<file path="src/core/iit_pkg.sv">
// package: instruction classes, decoded-instruction carrier, interlock counts
`default_nettype none
package iit_pkg;
  typedef enum logic [4:0] {
    CLS_OTHER,
    CLS_IDLE,
    CLS_SYSCP_MOVE_TO,
    CLS_TLB_OP,
    CLS_CACHE_OP,
    CLS_JUMP,
    CLS_BRANCH,
    CLS_BRANCH_LIKELY,
    CLS_MUL_HILO,
    CLS_MUL_REG,
    CLS_DIVIDE,
    CLS_MOVE_FROM_HILO,
    CLS_MOVE_TO_HILO,
    CLS_SYSCP_MOVE_FROM,
    CLS_LOAD,
    CLS_MEDIA_MUL,
    CLS_MEDIA_ACC,
    CLS_MEDIA_LOAD,
    CLS_INT_TO_MEDIA,
    CLS_MEDIA_TO_INT,
    CLS_MEDIA_OTHER
  } iit_class_type;

  // one decoded instruction offered for issue
  typedef struct packed {
    iit_class_type cls;
    logic [4:0] dst;
    logic dstValid;
    logic [4:0] srcA;
    logic [4:0] srcB;
    logic srcAValid;
    logic srcBValid;
    logic mediaDst;
    logic mediaSrc;
  } iit_instr_type;

  // branch resolution reported while the instruction after the branch is offered
  typedef struct packed {
    logic valid;
    logic btbHit;
    logic predTaken;
    logic taken;
  } iit_branch_type;

  localparam logic [5:0] SYSCP_EXTRA = 6'h03;
  localparam logic [5:0] CACHE_EXTRA = 6'h01;
  localparam logic [5:0] BRANCH_MISS_EXTRA = 6'h03;
  localparam logic [5:0] LIKELY_MISS_TAKEN_EXTRA = 6'h03;
  localparam logic [5:0] LIKELY_MISS_UNTAKEN_EXTRA = 6'h01;
  localparam logic [5:0] LIKELY_PRED_T_UNTAKEN_EXTRA = 6'h04;
  localparam logic [5:0] LIKELY_PRED_U_TAKEN_EXTRA = 6'h03;
  localparam logic [5:0] MDU_EXTRA = 6'h03;
  localparam logic [5:0] RAW_EXTRA = 6'h03;
  localparam logic [5:0] MEDIA_MUL_EXTRA = 6'h02;
  localparam logic [5:0] MEDIA_SHORT_EXTRA = 6'h01;
  localparam logic [5:0] DIV_MIN_EXTRA = 6'h03;
  localparam logic [5:0] DIV_MAX_EXTRA = 6'h22;
  localparam logic [5:0] DIV_HILO_MIN = 6'h01;
  localparam logic [5:0] DIV_HILO_MAX = 6'h21;
  localparam logic [31:0] PROC_ID_RESET = 32'h00c0ffee; // arbitrary value
endpackage
`default_nettype wire

</file>
<file path="src/core/iit_div_timer.sv">
// divide busy timer: counts the operand-dependent divide latency down
`default_nettype none
module iit_div_timer #(
  parameter int WIDTH = 6
) (
  input wire logic mclk,
  input wire logic rstn,
  input wire logic clkEn,
  input wire logic start,
  input wire logic [WIDTH-1:0] length,
  output logic [WIDTH-1:0] remain
);
  typedef struct packed {
    logic [WIDTH-1:0] cnt;
  } iit_dstate_type;
  iit_dstate_type st;
  iit_dstate_type next_st;

  always_comb begin
    next_st = st;
    if (start) begin
      next_st.cnt = length;
    end else if (st.cnt != '0) begin
      next_st.cnt = st.cnt - WIDTH'(1);
    end
  end

  always_ff @(posedge mclk) begin
    if (!rstn) begin
      st <= '0;
    end else if (clkEn) begin
      st <= next_st;
    end
  end

  assign remain = st.cnt;
endmodule
`default_nettype wire

</file>
<file path="src/core/iit_issue_interlock.sv">
// issue interlock: decides how long each offered instruction waits before issue
// Summary of operation
// RL1: with no hazard one instruction issues every cycle; unlisted pairs add no extra cycle
// RL2: idle instruction holds issue of followers until an interrupt arrives
// RL3: system coprocessor write or tlb op stalls next by 3; cache op by 1
// RL4: jump or branch: no penalty if prediction right or miss-untaken, else 3
// RL5: likely branch penalties 0,3,1,4,3 by prediction and outcome case
// RL6: after a hilo or reg multiply, next multiply-divide or hilo move waits 3 extra
// RL7: after accumulate or divide, unrelated non-multiply-divide ops issue freely
// RL8: reading result of reg multiply, moves-from, load or media-to-int waits 3
// RL9: after divide, next multiply, accumulate or divide waits 3 to 34
// RL10: after divide, a move from high or low waits 1 to 33
// RL11: after dual half multiply, dependent media instruction waits 2 extra
// RL12: after media accumulate, abs-diff sum or max/min, dependent media waits 1
// RL13: after media load or int-to-media move, dependent media waits 1
// RL14: processor id read returns a fixed 32-bit value
// RL15: stalls hold the instruction and insert bubbles; order and results unchanged
`default_nettype none
module iit_issue_interlock #(
  parameter logic [31:0] PROC_ID = iit_pkg::PROC_ID_RESET
) (
  input wire logic mclk,
  input wire logic rstn,
  input wire logic clkEn,
  input wire logic offerValid,
  input wire iit_pkg::iit_instr_type offer,
  input wire iit_pkg::iit_branch_type branchRes,
  input wire logic [5:0] divLength,
  input wire logic irqPending,
  input wire logic procIdRead,
  output logic issue,
  output logic bubble,
  output logic idleWait,
  output logic [5:0] stallLeft,
  output logic [31:0] procIdData,
  output logic procIdValid
);
  typedef enum logic [1:0] {
    RUN,
    STALL,
    IDLE
  } iit_mode_type;

  typedef struct packed {
    iit_mode_type mode;
    logic [5:0] cnt;
    iit_pkg::iit_instr_type last;
    logic lastValid;
    logic mulBusy;
    logic issue;
    logic bubble;
    logic [31:0] idData;
    logic idValid;
    logic idle;
  } iit_state_type;

  iit_state_type st;
  iit_state_type next_st;
  logic [5:0] divRemain;
  logic divStart;
  logic [5:0] hazard;
  logic [5:0] branchPen;
  logic raw;
  logic mediaRaw;
  logic offerMdu;
  logic offerHilo;
  logic [5:0] divHiloWait;
  logic [5:0] divMulWait;

  iit_div_timer #(
    .WIDTH(6)
  ) iit_div_timer_inst (
    .mclk(mclk),
    .rstn(rstn),
    .clkEn(clkEn),
    .start(divStart),
    .length(divLength),
    .remain(divRemain)
  );

  always_comb begin
    raw = st.lastValid && st.last.dstValid && !st.last.mediaDst &&
        ((offer.srcAValid && offer.srcA == st.last.dst) ||
         (offer.srcBValid && offer.srcB == st.last.dst));
    mediaRaw = st.lastValid && st.last.dstValid && st.last.mediaDst && offer.mediaSrc &&
        ((offer.srcAValid && offer.srcA == st.last.dst) ||
         (offer.srcBValid && offer.srcB == st.last.dst));
    offerMdu = offer.cls inside {iit_pkg::CLS_MUL_HILO, iit_pkg::CLS_MUL_REG,
        iit_pkg::CLS_DIVIDE};
    offerHilo = offer.cls inside {iit_pkg::CLS_MOVE_FROM_HILO, iit_pkg::CLS_MOVE_TO_HILO};
    hazard = '0;
    if (st.lastValid) begin
      case (st.last.cls)
        iit_pkg::CLS_SYSCP_MOVE_TO,
        iit_pkg::CLS_TLB_OP: hazard = iit_pkg::SYSCP_EXTRA; // RL3
        iit_pkg::CLS_CACHE_OP: hazard = iit_pkg::CACHE_EXTRA; // RL3
        iit_pkg::CLS_MUL_HILO: begin
          if (offerMdu || offerHilo) begin
            hazard = iit_pkg::MDU_EXTRA; // RL6
          end
        end
        iit_pkg::CLS_MUL_REG: begin
          if (offerMdu || offerHilo) begin
            hazard = iit_pkg::MDU_EXTRA; // RL6
          end else if (raw) begin
            hazard = iit_pkg::RAW_EXTRA; // RL8
          end
        end
        iit_pkg::CLS_MOVE_FROM_HILO,
        iit_pkg::CLS_SYSCP_MOVE_FROM,
        iit_pkg::CLS_LOAD,
        iit_pkg::CLS_MEDIA_TO_INT: begin
          if (raw) begin
            hazard = iit_pkg::RAW_EXTRA; // RL8
          end
        end
        iit_pkg::CLS_MEDIA_MUL: begin
          if (mediaRaw) begin
            hazard = iit_pkg::MEDIA_MUL_EXTRA; // RL11
          end
        end
        iit_pkg::CLS_MEDIA_ACC,
        iit_pkg::CLS_MEDIA_LOAD,
        iit_pkg::CLS_INT_TO_MEDIA: begin
          if (mediaRaw) begin
            hazard = iit_pkg::MEDIA_SHORT_EXTRA; // RL12 RL13
          end
        end
        default: hazard = '0; // RL1 RL7
      endcase
    end
    // divide latency is tracked by the timer, not only the previous instruction
    // waits held inside their allowed span for any nonzero loaded length
    divHiloWait = (divRemain > iit_pkg::DIV_HILO_MAX) ? iit_pkg::DIV_HILO_MAX : divRemain;
    divMulWait = divHiloWait + iit_pkg::DIV_MIN_EXTRA - iit_pkg::DIV_HILO_MIN;
    if (divMulWait > iit_pkg::DIV_MAX_EXTRA) begin
      divMulWait = iit_pkg::DIV_MAX_EXTRA; // RL9
    end
    if (divRemain != '0 && (offerMdu || offer.cls == iit_pkg::CLS_MOVE_FROM_HILO)) begin
      if (offer.cls == iit_pkg::CLS_MOVE_FROM_HILO) begin
        if (divHiloWait > hazard) begin
          hazard = divHiloWait; // RL10
        end
      end else if (divMulWait > hazard) begin
        hazard = divMulWait; // RL9
      end
    end
    branchPen = '0;
    if (branchRes.valid && st.lastValid) begin
      if (st.last.cls == iit_pkg::CLS_BRANCH_LIKELY) begin
        if (!branchRes.btbHit) begin
          branchPen = branchRes.taken ? iit_pkg::LIKELY_MISS_TAKEN_EXTRA :
              iit_pkg::LIKELY_MISS_UNTAKEN_EXTRA; // RL5
        end else if (branchRes.predTaken && !branchRes.taken) begin
          branchPen = iit_pkg::LIKELY_PRED_T_UNTAKEN_EXTRA; // RL5
        end else if (!branchRes.predTaken && branchRes.taken) begin
          branchPen = iit_pkg::LIKELY_PRED_U_TAKEN_EXTRA; // RL5
        end
      end else if (st.last.cls inside {iit_pkg::CLS_JUMP, iit_pkg::CLS_BRANCH}) begin
        if (branchRes.btbHit ? (branchRes.predTaken != branchRes.taken) : branchRes.taken) begin
          branchPen = iit_pkg::BRANCH_MISS_EXTRA; // RL4
        end
      end
    end
    if (branchPen > hazard) begin
      hazard = branchPen;
    end
  end

  always_comb begin
    next_st = st;
    next_st.issue = 1'b0;
    next_st.bubble = 1'b0;
    next_st.idValid = procIdRead;
    next_st.idData = procIdRead ? PROC_ID : 32'h00000000; // RL14
    divStart = 1'b0;
    case (st.mode)
      RUN: begin
        if (offerValid) begin
          if (hazard != '0) begin
            next_st.mode = STALL; // RL15
            next_st.cnt = hazard - 6'h01;
            next_st.bubble = 1'b1;
            next_st.lastValid = 1'b0;
          end else begin
            next_st.issue = 1'b1; // RL1
            next_st.last = offer;
            next_st.lastValid = 1'b1;
            divStart = offer.cls == iit_pkg::CLS_DIVIDE;
            if (offer.cls == iit_pkg::CLS_IDLE && !irqPending) begin
              next_st.mode = IDLE; // RL2
            end
          end
        end else begin
          next_st.lastValid = 1'b0;
        end
      end
      STALL: begin
        if (st.cnt == '0) begin
          next_st.mode = RUN;
          next_st.issue = offerValid; // RL15
          if (offerValid) begin
            next_st.last = offer;
            next_st.lastValid = 1'b1;
            divStart = offer.cls == iit_pkg::CLS_DIVIDE;
            if (offer.cls == iit_pkg::CLS_IDLE && !irqPending) begin
              next_st.mode = IDLE; // RL2
            end
          end
        end else begin
          next_st.cnt = st.cnt - 6'h01;
          next_st.bubble = 1'b1; // RL15
        end
      end
      IDLE: begin
        next_st.bubble = 1'b1; // RL2
        next_st.lastValid = 1'b0;
        if (irqPending) begin
          next_st.mode = RUN;
        end
      end
      default: next_st.mode = RUN;
    endcase
    next_st.idle = next_st.mode == IDLE;
  end

  always_ff @(posedge mclk) begin
    if (!rstn) begin
      st <= '0;
    end else if (clkEn) begin
      st <= next_st;
    end
  end

  assign issue = st.issue;
  assign bubble = st.bubble;
  assign idleWait = st.idle;
  assign stallLeft = st.cnt;
  assign procIdData = st.idData;
  assign procIdValid = st.idValid;

  property p_idle_holds;
    @(posedge mclk) disable iff (!rstn)
    (st.mode == IDLE && !irqPending && clkEn) |=> !issue;
  endproperty
  a_idle_holds: assert property (p_idle_holds) else $error("issue during idle"); // RL2

  property p_id_value;
    @(posedge mclk) disable iff (!rstn)
    (procIdRead && clkEn) |=> (procIdValid && procIdData == PROC_ID);
  endproperty
  a_id_value: assert property (p_id_value) else $error("wrong processor id"); // RL14

  property p_no_both;
    @(posedge mclk) disable iff (!rstn)
    !(issue && bubble);
  endproperty
  a_no_both: assert property (p_no_both) else $error("issue and bubble together"); // RL15

  property p_free_issue;
    @(posedge mclk) disable iff (!rstn)
    (st.mode == RUN && offerValid && hazard == '0 && clkEn) |=> issue;
  endproperty
  a_free_issue: assert property (p_free_issue) else $error("no issue without hazard"); // RL1

  property p_syscp_stall;
    @(posedge mclk) disable iff (!rstn)
    (st.mode == RUN && offerValid && st.lastValid && clkEn && hazard == 6'h03 &&
        st.last.cls == iit_pkg::CLS_SYSCP_MOVE_TO) ##1 clkEn [*3] |=> issue;
  endproperty
  a_syscp_stall: assert property (p_syscp_stall) else $error("syscp stall length"); // RL3

  property p_cache_stall;
    @(posedge mclk) disable iff (!rstn)
    (st.mode == RUN && offerValid && st.lastValid && clkEn &&
        st.last.cls == iit_pkg::CLS_CACHE_OP && hazard == 6'h01) |=> bubble;
  endproperty
  a_cache_stall: assert property (p_cache_stall) else $error("cache stall missing"); // RL3

  property p_stall_count;
    @(posedge mclk) disable iff (!rstn)
    (st.mode == STALL && st.cnt != '0 && clkEn) |=> (st.cnt == $past(st.cnt) - 6'h01);
  endproperty
  a_stall_count: assert property (p_stall_count) else $error("stall count slip"); // RL15

  property p_mdu_hazard;
    @(posedge mclk) disable iff (!rstn)
    (st.lastValid && st.last.cls == iit_pkg::CLS_MUL_HILO && (offerMdu || offerHilo))
        |-> hazard >= iit_pkg::MDU_EXTRA;
  endproperty
  a_mdu_hazard: assert property (p_mdu_hazard) else $error("multiply hazard missed"); // RL6

  property p_branch_pen;
    @(posedge mclk) disable iff (!rstn)
    (st.mode == RUN && offerValid && clkEn && st.lastValid && branchRes.valid &&
        st.last.cls inside {iit_pkg::CLS_JUMP, iit_pkg::CLS_BRANCH} && branchRes.btbHit &&
        branchRes.predTaken != branchRes.taken)
        |=> (bubble && stallLeft >= iit_pkg::BRANCH_MISS_EXTRA - 6'h01);
  endproperty
  a_branch_pen: assert property (p_branch_pen) else $error("branch penalty missing"); // RL4

  property p_likely_pen;
    @(posedge mclk) disable iff (!rstn)
    (st.mode == RUN && offerValid && clkEn && st.lastValid && branchRes.valid &&
        st.last.cls == iit_pkg::CLS_BRANCH_LIKELY && branchRes.btbHit &&
        branchRes.predTaken && !branchRes.taken)
        |=> (bubble && stallLeft >= iit_pkg::LIKELY_PRED_T_UNTAKEN_EXTRA - 6'h01);
  endproperty
  a_likely_pen: assert property (p_likely_pen) else $error("likely penalty missing"); // RL5

  property p_load_raw;
    @(posedge mclk) disable iff (!rstn)
    (st.mode == RUN && offerValid && clkEn && raw && st.last.cls == iit_pkg::CLS_LOAD)
        |=> (bubble && stallLeft >= iit_pkg::RAW_EXTRA - 6'h01);
  endproperty
  a_load_raw: assert property (p_load_raw) else $error("load dependency missed"); // RL8

  property p_div_bound;
    @(posedge mclk) disable iff (!rstn)
    (st.mode == STALL) |-> (st.cnt < iit_pkg::DIV_MAX_EXTRA);
  endproperty
  a_div_bound: assert property (p_div_bound) else $error("stall beyond divide ceiling"); // RL9

  c_stall: cover property (@(posedge mclk) disable iff (!rstn) st.mode == STALL ##1 issue);
  c_idle: cover property (@(posedge mclk) disable iff (!rstn) idleWait ##1 !idleWait);
  c_div: cover property (@(posedge mclk) disable iff (!rstn) divRemain == 6'h05);
endmodule
`default_nettype wire

</file>
<file path="config.mk">
export PLATFORM = sky130hd
export DESIGN_NAME = iit_issue_interlock
export DESIGN_NICKNAME = d
export VERILOG_FILES = /design/src/core/iit_pkg.sv /design/src/core/iit_div_timer.sv /design/src/core/iit_issue_interlock.sv
export SDC_FILE = /design/constraint.sdc
export NUM_CORES = 1
export LEC_CHECK = 0
export ABC_AREA = 1
export BUFFER_PORTS_ARGS = -buffer_cell sky130_fd_sc_hd__buf_2
export CAP_MARGIN = 30
export CORE_ASPECT_RATIO = 1.2
export CORE_MARGIN = 10
export CORE_UTILIZATION = 35
export DETAILED_ROUTE_END_ITERATION = 16
export GPL_TIMING_DRIVEN = 1
export PLACE_DENSITY_LB_ADDON = 0.15
export SYNTH_ARGS = -nofsm -noshare
export SYNTH_HDL_FRONTEND = slang
export SYNTH_SLANG_ARGS = --single-unit
</file>
<file path="constraint.sdc">
create_clock -name mclk -period 5.9 [get_ports mclk]
set_input_delay 0.885 -clock mclk [delete_from_list [all_inputs] [get_ports mclk]]
set_output_delay 0.885 -clock mclk [all_outputs]
set_load 0.1 [all_outputs]
</file>
==> impl_summary.txt, run 1 <==
----------------------------------------------------
[Synth]
  Post-synth ARST share ... 0
  Post-Syn Area ... 3190 sq um
  Most frequent cell after synthesis ... sky130_fd_sc_hd__nand2_1
  Flip-flop and latch count after synthesis ... 31
  Gate count after technology mapping ... 532
  Number of enable-type register cells in the synthesized netlist ... 0
  Area share of the largest cell type after synthesis ... 0.195
  Dominant cell type by area after synthesis ... sky130_fd_sc_hd__dfxtp_1
  Synthesis Warnings ... 0
  Most frequent cells after synthesis ... sky130_fd_sc_hd__nand2_1 (132), sky130_fd_sc_hd__inv_1 (74), sky130_fd_sc_hd__nor2_1 (64)
  Syn avg cell area ... 5.99 sq um
  Post-synthesis cell type count ... 42
  Register area share after synthesis ... 0.195
  Most used DFF post-synth ... sky130_fd_sc_hd__dfxtp_1
  Top cells by area, synth ... sky130_fd_sc_hd__dfxtp_1 (19%), sky130_fd_sc_hd__nand2_1 (16%), sky130_fd_sc_hd__buf_4 (8.9%)

[Detailed routing]
  Starting DRC count in detailed routing ... 114
  Number of antenna-violating nets in the routed design ... 0
  Sum of routed wire length over all layers ... 8630 um
  Overall via count from detail_route ... 3261
  Remaining design rule violation count ... 0
  Ratio of routed vias to standard cells ... 4.67
  Detailed-routing iteration count for the pre-antenna-repair pass ... 4
  WL/cell ... 12.3 um

[Die]
  Die W ... 107 um
  Die footprint ... 13300 sq um
  Effective utilization at floorplan ... 0.355
  Rows ... 38
  Core ar. ... 8990 sq um
  Overall die height ... 125 um
  Io pins ... 83

[Min path]
  Hold/Removal Path Class ... flop to flop
  Hold Crit Endpoint ... issue$_SDFFE_PN0P_
  WHS Path Cells ... 2
  Hold wc startpoint ... issue$_SDFFE_PN0P_

[Clock tree]
  Clock buffer count from CTS ... 5
  Root buffer cell ... sky130_fd_sc_hd__clkbuf_8
  Clock latency on the worst-skew pair ... 280 ps
  Clk slew on worst S/H paths ... 70 ps
  TritonCTS clock tree ... built
  Clock H-tree levels ... 2
  Sink Count ... 31
  CTS max path bufs ... 2

[Power and ir drop]
  Power per unit of standard cell area ... 407 nW/um^2
  Total power draw ... 0.00144 W
  Total net switching power ... 0.000802 W
  Sequential Power Share ... 0.217
  Cell Int Power ... 0.000637 W
  Relative contribution of the clock network to total power ... 0.123
  Combinational share of power ... 0.660
  Worst IR drop on VDD ... 0.000131 V
  Fraction of power spent switching nets ... 0.557
  Total leakage power ... 1.90 nW

[Setup path]
  Setup slack of the most critical reg-to-reg path ... 700 ps
  Required arrival time at the worst endpoint ... 6080 ps
  Critical-path cell with the highest stage delay ... sky130_fd_sc_hd__dfxtp_1
  Endpoint type of the worst setup path ... flop
  Worst reg2reg path depth ... 39
  Capture instance of the worst register-to-register path ... iit_div_timer_inst.remain[4]$_SDFFE_PN0P_
  Crit-path max cell delay ... 350 ps
  Kind of start point of the critical path ... flop
  Maximum fanout along the worst path ... 12
  CP arrival ... 5380 ps
  Worst reg2reg startpoint ... iit_div_timer_inst.remain[1]$_SDFFE_PN0P_
  Type of the setup path with the least slack ... flop to flop

[Global routing]
  First-pass GRT wire length ... 14800 um
  Gr usage total ... 0.130
  Total congestion overflow after global routing ... 0
  Pin count of the biggest net entering global routing ... 23
  Number of global-route vias before repair ... 3304
  Antenna violations before repair ... 0

[Finish]
  N_diodes ... 0
  Share of cells above drive strength 1 ... 0.190
  Relative area change from synthesis to final layout ... 10.9%
  Fraction of the core area covered by cells at the end of the flow ... 0.394
  Fillers ... 1021
  Final nets ... 637

[Place]
  Final HPWL DP ... 7140 um
  Number of port buffers ... 66
  Placer Congestion ... 0.878

[Timing]
  Total Neg Setup Slack ... 0 ps
  Fin crit share ... 0.881
  Achievable frequency ... 0.192 GHz
  Final hold violation count ... 0
  Final setup vio count ... 0
  Worst Max-Slew Pin Slew ... 739 ps
  Unrepaired setup endpoints after global routing ... no
  Slew Limit Headroom ... 0.501
  Worst Skew ... 3.32 ps
  Time the final worst path needs with I/O delays and setup ... 5200 ps
  Final max-slew violation count ... 0

[Flow run]
  Max-capacitance violation count ... 0

[Outcome]
  Outcome ... complete, no violations

----------------------------------------------------
[area by class of cell]
cell class              instances  area, sq um  share of cell area
multi-input cells             388         2010               0.567
flip-flops and latches         31          621               0.175
clock inverters                 1         5.00             0.00141
inverters                      83          312              0.0881
well taps                     120          150              0.0424
repair buffers                 70          360               0.102
clock buffers                   6         82.6              0.0233
[critical path: cells and delay by family (launching register included)]
family | cells | cell delay, ps
flops | 1 | 350
simple gates | 22 | 2380
fa+ha+maj | 4 | 880
compound gates | 6 | 980
buf+inv | 7 | 490
[sequential cells by signal (all words and copies together) (netlist names)]
signal and cells:
bubble 1, idleWait 1, iit_div_timer_inst.remain 6, issue 1
procIdData 1, st 15, stallLeft 6
[cell usage in the layout (no fill, tap or decap), types with 3 or more instances in the layout]
master / Yosys / layout
sky130_fd_sc_hd__o21ai_2: 2 / 3
sky130_fd_sc_hd__xnor2_1: 3 / 3
sky130_fd_sc_hd__inv_1: 74 / 72
sky130_fd_sc_hd__a211oi_1: 9 / 9
sky130_fd_sc_hd__nand2_1: 132 / 131
sky130_fd_sc_hd__nand2_2: 5 / 5
sky130_fd_sc_hd__nor3_1: 6 / 6
sky130_fd_sc_hd__nor2_1: 64 / 63
sky130_fd_sc_hd__clkbuf_8: 0 / 6
sky130_fd_sc_hd__nor2_2: 2 / 3
sky130_fd_sc_hd__conb_1: 1 / 16
sky130_fd_sc_hd__buf_4: 38 / 3
sky130_fd_sc_hd__ha_1: 17 / 16
sky130_fd_sc_hd__nand4_1: 5 / 5
sky130_fd_sc_hd__buf_2: 3 / 66
sky130_fd_sc_hd__a21oi_1: 36 / 36
sky130_fd_sc_hd__dfxtp_1: 31 / 31
sky130_fd_sc_hd__xor2_1: 3 / 3
sky130_fd_sc_hd__nand3_1: 44 / 44
sky130_fd_sc_hd__inv_2: 7 / 9
sky130_fd_sc_hd__o21ai_0: 18 / 17
[power groups by stage]
stage / combinational, W / clock [W] / sequential (W)
floorplan: 0.000773 / 0 / 0.000326
global placement: 0.000918 / 0 / 0.000316
detailed placement: 0.000919 / 0 / 0.000316
CTS: 0.000921 / 0.000187 / 0.000311
global route: 0.00107 / 0.000198 / 0.000322
finish: 0.000949 / 0.000177 / 0.000312
[worst max-delay path by stage]
stage | from | endpoint | slack, ps | cells past startpoint
detailed placement | offer[11] | iit_div_timer_inst.remain[4]$_SDFFE_PN0P_ | 210 | 36
global route | iit_div_timer_inst.remain[1]$_SDFFE_PN0P_ | iit_div_timer_inst.remain[1]$_SDFFE_PN0P_ | 40 | 40
CTS | iit_div_timer_inst.remain[1]$_SDFFE_PN0P_ | iit_div_timer_inst.remain[4]$_SDFFE_PN0P_ | 410 | 39
global placement | offer[7] | iit_div_timer_inst.remain[0]$_SDFFE_PN0P_ | 370 | 40
floorplan | offer[11] | iit_div_timer_inst.remain[0]$_SDFFE_PN0P_ | 980 | 38
finish | iit_div_timer_inst.remain[1]$_SDFFE_PN0P_ | iit_div_timer_inst.remain[4]$_SDFFE_PN0P_ | 700 | 39
[routing by layer]
metal,GRT usage,vias to the layer above,wire length (um)
li1,-,1741,-
met1,0.150,1454,3720
met2,0.235,59,4460
met3,0.0285,7,370
met4,0.0271,0,68
met5,0,-,0
[repair_timing]
action	4_1_cts	5_1_grt
hold buffers	0	0
resized for setup	0	8
endpoints found under the setup margin	0	20
buffers inserted	0	2
[cells by family (layout without fill, tap and decap cells)]
logic type / count (synthesis) / after routing / synth area share
AOI/OAI and AO/OA: 78 / 78 / 0.146
xor gates and xnor gates: 6 / 6 / 0.0165
adders and majority gates: 17 / 17 / 0.0667
buffers and inverters: 128 / 160 / 0.199
DFF: 31 / 31 / 0.195
other: 1 / 16 / 0.00118
and+or+nand+nor: 271 / 271 / 0.377
[through the flow]
| step | setup WS, ps | hold slack (ps) | cells | instance area (sq um) |
|---|---|---|---|---|
| 2_1_floorplan | 982 | 445 | 547 | 3250 |
| 3_3_place_gp | 368 | 459 | 689 | 3410 |
| 3_5_place_dp | 209 | 458 | 689 | 3410 |
| 4_1_cts | 410 | 470 | 696 | 3500 |
| 5_1_grt | 38.5 | 500 | 699 | 3540 |
| 6_report | 704 | 466 | 699 | 3540 |
(Power assumes the default switching activity.)
==> inputs of run 2 (changes only) <==
- CORE_MARGIN: 10 -> 4
==> impl_summary.txt, run 2 (synthesized netlist as in run 1, its figures left out) <==
----------------------------------------------------
[Detailed routing]
  Ratio of routed vias to standard cells ... 4.74 (+1.6%)
  Overall via count from detail_route ... 3307 (+1.4%)
  Detailed-routing iteration count for the pre-antenna-repair pass ... 5 (+1)
  Sum of routed wire length over all layers ... 8210 um (-4.9%)
  Starting DRC count in detailed routing ... 128 (+12%)
  Number of antenna-violating nets in the routed design ... 0 (unchanged)
  Remaining design rule violation count ... 0 (unchanged)
  WL/cell ... 11.8 um (-4.8%)

[Finish]
  Share of cells above drive strength 1 ... 0.191 (+0.00107)
  Final nets ... 639 (+0.31%)
  Area of the multi-input gates ... 2000 sq um (-0.25%)
  N_diodes ... 0 (unchanged)
  Relative area change from synthesis to final layout ... 11.6%
  Register ranked first by flip-flop count ... st
  Fillers ... 979 (-4.1%)
  Summed area of non-filler cells in the final layout ... 3560 sq um (+0.60%)
  Largest register FFs ... 15 (unchanged)
  FF+latch area ... 621 sq um (unchanged)
  Most used cells in the layout excluding fill and tap cells ... sky130_fd_sc_hd__nand2_1 (131), sky130_fd_sc_hd__inv_1 (72), sky130_fd_sc_hd__buf_2 (66), sky130_fd_sc_hd__nor2_1 (63), sky130_fd_sc_hd__nand3_1 (44)
  Final standard cell count with taps included and fillers excluded ... 698 (-0.14%)
  Most frequent standard cell in the layout excluding fill and tap cells ... sky130_fd_sc_hd__nand2_1

[Setup path]
  Type of the setup path with the least slack ... primary input to flop
  Critical path's top delay family ... simple AND/OR/NAND/NOR gates
  Worst path buffer plus inverter count ... 5 (-2)
  Crit-path max cell delay ... 330 ps (-20 ps)
  Number of cells on the critical path ... 35 (-10%)
  Maximum fanout along the worst path ... 12 (unchanged)
  Critical-path cell with the highest stage delay ... sky130_fd_sc_hd__or2_2
  Kind of start point of the critical path ... primary input
  Endpoint type of the worst setup path ... flop
  Worst reg2reg path depth ... 39 (unchanged)
  Required arrival time at the worst endpoint ... 6070 ps (about the same)
  CP arrival ... 5370 ps (about the same)

[Timing]
  Smallest hold slack ... 467 ps (+0.385 ps)
  Slew Limit Headroom ... 0.480 (-0.0210)
  Worst Max-Slew Pin Slew ... 771 ps (+31.2 ps)
  Final setup vio count ... 0 (unchanged)
  Final max-slew violation count ... 0 (unchanged)
  Unrepaired setup endpoints after global routing ... no
  Total Neg Setup Slack ... 0 ps (unchanged)
  Achievable frequency ... 0.193 GHz (about the same)
  Time the final worst path needs with I/O delays and setup ... 5190 ps (-2.11 ps)
  Fin crit share ... 0.880 (about the same)
  Worst Skew ... 7.67 ps (+4.35 ps)
  Final hold violation count ... 0 (unchanged)

[Place]
  Placed cell areas ... 3410 sq um (-0.11%)
  Number of port buffers ... 66 (unchanged)
  Final HPWL DP ... 6740 um (-5.7%)
  Placed cell count ... 686 (-0.44%)
  Placer Congestion ... 0.832 (-5.2%)

[Power and ir drop]
  Total leakage power ... 1.91 nW (+0.55%)
  Power per unit of standard cell area ... 416 nW/um^2 (+2.4%)
  Cell Int Power ... 0.000679 W (+6.6%)
  Worst IR drop on VDD ... 0.000121 V (-7.6%)
  Sequential Power Share ... 0.211 (-0.006)
  Fraction of power spent switching nets ... 0.542 (-0.0155)
  Combinational share of power ... 0.651 (-0.009)
  Relative contribution of the clock network to total power ... 0.138 (+0.015)
  Total net switching power ... 0.000803 W (+0.15%)

[Clock tree]
  Clk slew on worst S/H paths ... 70 ps (about the same)
  Clock H-tree levels ... 2 (unchanged)
  CTS max path bufs ... 2 (unchanged)
  Sink Count ... 31 (unchanged)
  TritonCTS clock tree ... built
  Clock buffer count from CTS ... 5 (unchanged)
  Root buffer cell ... sky130_fd_sc_hd__clkbuf_8
  Clock latency on the worst-skew pair ... 280 ps (about the same)

[Die]
  Effective utilization at floorplan ... 0.365 (+0.00959)
  Core ar. ... 8750 sq um (-2.6%)
  Overall die height ... 113 um (-9.6%)
  Die W ... 95.1 um (-11%)
  Die footprint ... 10700 sq um (-20%)
  Io pins ... 83 (unchanged)
  Rows ... 37 (-2.6%)

[Global routing]
  First-pass GRT wire length ... 13500 um (-9.1%)
  Number of global-route vias before repair ... 3113 (-5.8%)
  Gr usage total ... 0.153 (+0.0230)
  Pin count of the biggest net entering global routing ... 23 (unchanged)
  Antenna violations before repair ... 0 (unchanged)
  Total congestion overflow after global routing ... 0 (unchanged)

[Min path]
  WHS Path Cells ... 2 (unchanged)
  Hold/Removal Path Class ... flop to flop

[Flow run]
  Max-capacitance violation count ... 0 (unchanged)

[Outcome]
  Outcome ... complete, no violations

----------------------------------------------------
==> run 2: cell types whose count changed in the layout (fill, tap and decap cells not counted) <==
| cell | before | now |
|---|---|---|
| sky130_fd_sc_hd__clkinv_2 | 1 | 0 |
| sky130_fd_sc_hd__buf_4 | 3 | 5 |
| sky130_fd_sc_hd__nand2_4 | 2 | 1 |
| sky130_fd_sc_hd__nand2_2 | 5 | 6 |
| sky130_fd_sc_hd__bufinv_16 | 0 | 1 |
| sky130_fd_sc_hd__clkbuf_1 | 0 | 1 |
| sky130_fd_sc_hd__clkbuf_8 | 6 | 5 |
==> run 2: cell type report <==
type,instances,area share
clock buffer,6,0.0204
clock inverter,1,0.00844
tap,117,0.0411
inverter,83,0.0876
multi-input combinational,388,0.563
timing repair buffer,72,0.105
sequential,31,0.174
==> run 2: timing repair <==
item | CTS | global route
hold buffers | 0 | 0
setup buffers | 0 | 4
gates resized for setup | 0 | 7
hold endpoints to repair | 0 | 0
setup endpoints to repair | 0 | 26
==> run 2: layer usage <==
layer	global-route usage	wire [um]	vias to the layer above
met5	0	0	-
met4	0.0433	85	0
met3	0.0241	304	6
met2	0.286	4370	64
met1	0.175	3440	1495
li1	-	-	1742
==> run 2: path summary, 6_finish.rpt <==
check	from	endpoint	slack, ps
worst min register to register	idleWait$_SDFFE_PN0P_	idleWait$_SDFFE_PN0P_	470
worst max-delay path	offer[13]	iit_div_timer_inst.remain[2]$_SDFFE_PN0P_	710
worst max register to register	iit_div_timer_inst.remain[1]$_SDFFE_PN0P_	iit_div_timer_inst.remain[2]$_SDFFE_PN0P_	720
worst min-delay path	idleWait$_SDFFE_PN0P_	idleWait$_SDFFE_PN0P_	470
==> run 2: through the flow <==
stage           util  setup slack [ps]  total power (W)
6_report       0.407               706          0.00148
5_1_grt        0.407              16.1          0.00161
4_1_cts        0.401               420          0.00145
3_5_place_dp   0.389               234          0.00124
3_3_place_gp   0.389               365          0.00124
2_1_floorplan      -               982          0.00110
==> run 2: worst register-to-register path: cells and delay by family, from the launching register on <==
| kind | cells | cell delay, ps |
|---|---|---|
| buf+inv | 7 | 450 |
| flops | 1 | 350 |
| simple gates | 22 | 2370 |
| fa+ha+maj | 4 | 1010 |
| compound gates | 6 | 910 |
==> run 2: power groups by stage <==
| stage | clock network (W) | logic (W) | registers (W) |
|---|---|---|---|
| after CTS | 0.000213 | 0.000926 | 0.000312 |
| final | 0.000204 | 0.000965 | 0.000313 |
| after floorplan | 0 | 0.000773 | 0.000326 |
| after global routing | 0.000219 | 0.00107 | 0.000321 |
| after global placement | 0 | 0.000919 | 0.000316 |
| after detailed placement | 0 | 0.000923 | 0.000316 |
==> inputs of run 3 (changes only) <==
- CORE_UTILIZATION: 35 -> 48
==> impl_summary.txt, run 3 (synthesized netlist as in run 1, its figures left out) <==
----------------------------------------------------
[Finish]
  Most used cells in the layout excluding fill and tap cells ... sky130_fd_sc_hd__nand2_1 (131), sky130_fd_sc_hd__inv_1 (72), sky130_fd_sc_hd__buf_2 (66), sky130_fd_sc_hd__nor2_1 (63), sky130_fd_sc_hd__nand3_1 (44)
  N_diodes ... 0 (unchanged)
  Most frequent standard cell in the layout excluding fill and tap cells ... sky130_fd_sc_hd__nand2_1
  Register ranked first by flip-flop count ... st
  Relative area change from synthesis to final layout ... 9.38%
  Final nets ... 637 (-0.31%)
  Largest register FFs ... 15 (unchanged)
  Summed area of non-filler cells in the final layout ... 3490 sq um (-2.0%)
  Share of cells above drive strength 1 ... 0.190 (-0.00107)

[Place]
  Worst slack at placement ... 243 ps (+9.31 ps)
  Placer Congestion ... 0.911 (+9.4%)
  Placed cell areas ... 3370 sq um (-1.2%)
  Number of port buffers ... 66 (unchanged)
  Final HPWL DP ... 6200 um (-8.0%)

[Clock tree]
  Clock H-tree levels ... 2 (unchanged)
  Clock latency on the worst-skew pair ... 280 ps (about the same)
  Clock buffer count from CTS ... 5 (unchanged)
  CTS max path bufs ... 2 (unchanged)
  Clk slew on worst S/H paths ... 70 ps (about the same)
  Hold-fix buffers at CTS ... 0 (unchanged)
  Root buffer cell ... sky130_fd_sc_hd__clkbuf_8
  Sink Count ... 31 (unchanged)
  TritonCTS clock tree ... built

[Setup path]
  Critical-path cell with the highest stage delay ... sky130_fd_sc_hd__or2_2
  Kind of start point of the critical path ... flop
  Worst path buffer plus inverter count ... 7 (+2)
  Crit-path max cell delay ... 330 ps (about the same)
  Critical path's top delay family ... simple AND/OR/NAND/NOR gates
  CP arrival ... 5490 ps (+120 ps)
  Maximum fanout along the worst path ... 12 (unchanged)
  Endpoint type of the worst setup path ... flop
  Worst reg2reg path depth ... 39 (unchanged)
  Type of the setup path with the least slack ... flop to flop
  Required arrival time at the worst endpoint ... 6080 ps (about the same)
  Number of cells on the critical path ... 39 (+11%)

[Global routing]
  Gr usage total ... 0.196 (+0.0428)
  Number of global-route vias before repair ... 2984 (-4.1%)
  Antenna violations before repair ... 0 (unchanged)
  Total congestion overflow after global routing ... 0 (unchanged)
  First-pass GRT wire length ... 12900 um (-4.5%)
  Pin count of the biggest net entering global routing ... 23 (unchanged)

[Power and ir drop]
  Total power draw ... 0.00145 W (-2.5%)
  Worst IR drop on VDD ... 0.000226 V (+87%)
  Power per unit of standard cell area ... 414 nW/um^2 (-0.50%)
  Total leakage power ... 1.89 nW (-0.70%)

[Timing]
  Time the final worst path needs with I/O delays and setup ... 5320 ps (+125 ps)
  Achievable frequency ... 0.188 GHz (-2.3%)
  Worst Skew ... 3.70 ps (-3.97 ps)
  Unrepaired setup endpoints after global routing ... no
  Slew Limit Headroom ... 0.324 (-0.156)
  Total Neg Setup Slack ... 0 ps (unchanged)
  Fin crit share ... 0.901 (+0.0211)
  Final setup vio count ... 0 (unchanged)
  Smallest hold slack ... 467 ps (+0.120 ps)
  Least setup slack across all paths after layout ... 582 ps (-125 ps)
  Final max-slew violation count ... 0 (unchanged)
  Worst Max-Slew Pin Slew ... 1010 ps (+235 ps)
  Final hold violation count ... 0 (unchanged)

[Detailed routing]
  Starting DRC count in detailed routing ... 126 (-1.6%)
  Sum of routed wire length over all layers ... 7710 um (-6.1%)
  Detailed-routing iteration count for the pre-antenna-repair pass ... 4 (-1)
  Overall via count from detail_route ... 3332 (+0.76%)
  WL/cell ... 11.6 um (-1.3%)
  Remaining design rule violation count ... 0 (unchanged)
  Number of antenna-violating nets in the routed design ... 0 (unchanged)
  Ratio of routed vias to standard cells ... 5.02 (+5.9%)

[Min path]
  Hold/Removal Path Class ... flop to flop
  WHS Path Cells ... 2 (unchanged)

[Die]
  Die W ... 82.4 um (-13%)
  Overall die height ... 97.3 um (-14%)
  Core ar. ... 6450 sq um (-26%)
  Io pins ... 83 (unchanged)
  Effective utilization at floorplan ... 0.495 (+0.130)
  Die footprint ... 8020 sq um (-25%)
  Rows ... 32 (-14%)

[Outcome]
  Outcome ... complete, no violations

[Flow run]
  Max-capacitance violation count ... 0 (unchanged)

----------------------------------------------------
-- run 3: cell types whose count changed in the layout (fill, tap and decap cells not counted), sizes merged --
cell    before  now
clkinv       2    3
buf         71   70
bufinv       1    0
clkbuf       7    6
-- run 3: repair_timing --
action / in CTS / in global routing
resized for setup: 0 / 6
buffers inserted: 0 / 3
setup endpoints to repair: 0 / 18
-- run 3: power breakdown --
part           switching, W  internal (W)  total [W]
sequential        0.0000509      0.000259   0.000310
clock             0.0000797     0.0000915   0.000171
combinational      0.000671      0.000293   0.000964
total              0.000801      0.000644    0.00145
-- run 3: cell type report --
cell class / count / area [sq um]
Multi-Input combinational cell: 388 / 2000
Clock inverter: 1 / 5.00
Tap cell: 85 / 106
Clock buffer: 6 / 82.6
Fill cell: 678 / 2960
Inverter: 83 / 312
Timing Repair Buffer: 70 / 360
Sequential cell: 31 / 621
-- run 3: metrics by stage --
stage,utilization,std cells
after global routing,0.541,664
final,0.541,664
after CTS,0.536,661
after floorplan,-,547
after global placement,0.522,654
after detailed placement,0.522,654
-- run 3: metal layers --
layer | up-vias | global-route usage | part of all wire
met1 | 1487 | 0.236 | 0.41
met4 | 0 | 0.0588 | 0.016
met2 | 97 | 0.343 | 0.51
li1 | 1736 | - | -
met5 | - | 0 | 0
met3 | 12 | 0.0343 | 0.064
-- run 3: worst paths after layout --
path	start	end	slack (ps)
worst min register to register	issue$_SDFFE_PN0P_	issue$_SDFFE_PN0P_	470
worst min-delay path	issue$_SDFFE_PN0P_	issue$_SDFFE_PN0P_	470
worst max register to register	iit_div_timer_inst.remain[0]$_SDFFE_PN0P_	iit_div_timer_inst.remain[1]$_SDFFE_PN0P_	580
worst max-delay path	iit_div_timer_inst.remain[0]$_SDFFE_PN0P_	iit_div_timer_inst.remain[1]$_SDFFE_PN0P_	580
-- run 3: tightest hold or removal path, delay by kind of cell, from the launching register on --
kind               cells  cell delay, ps
DFF                    1             310
and+or+nand+nor        1              60
AOI/OAI and AO/OA      1              50
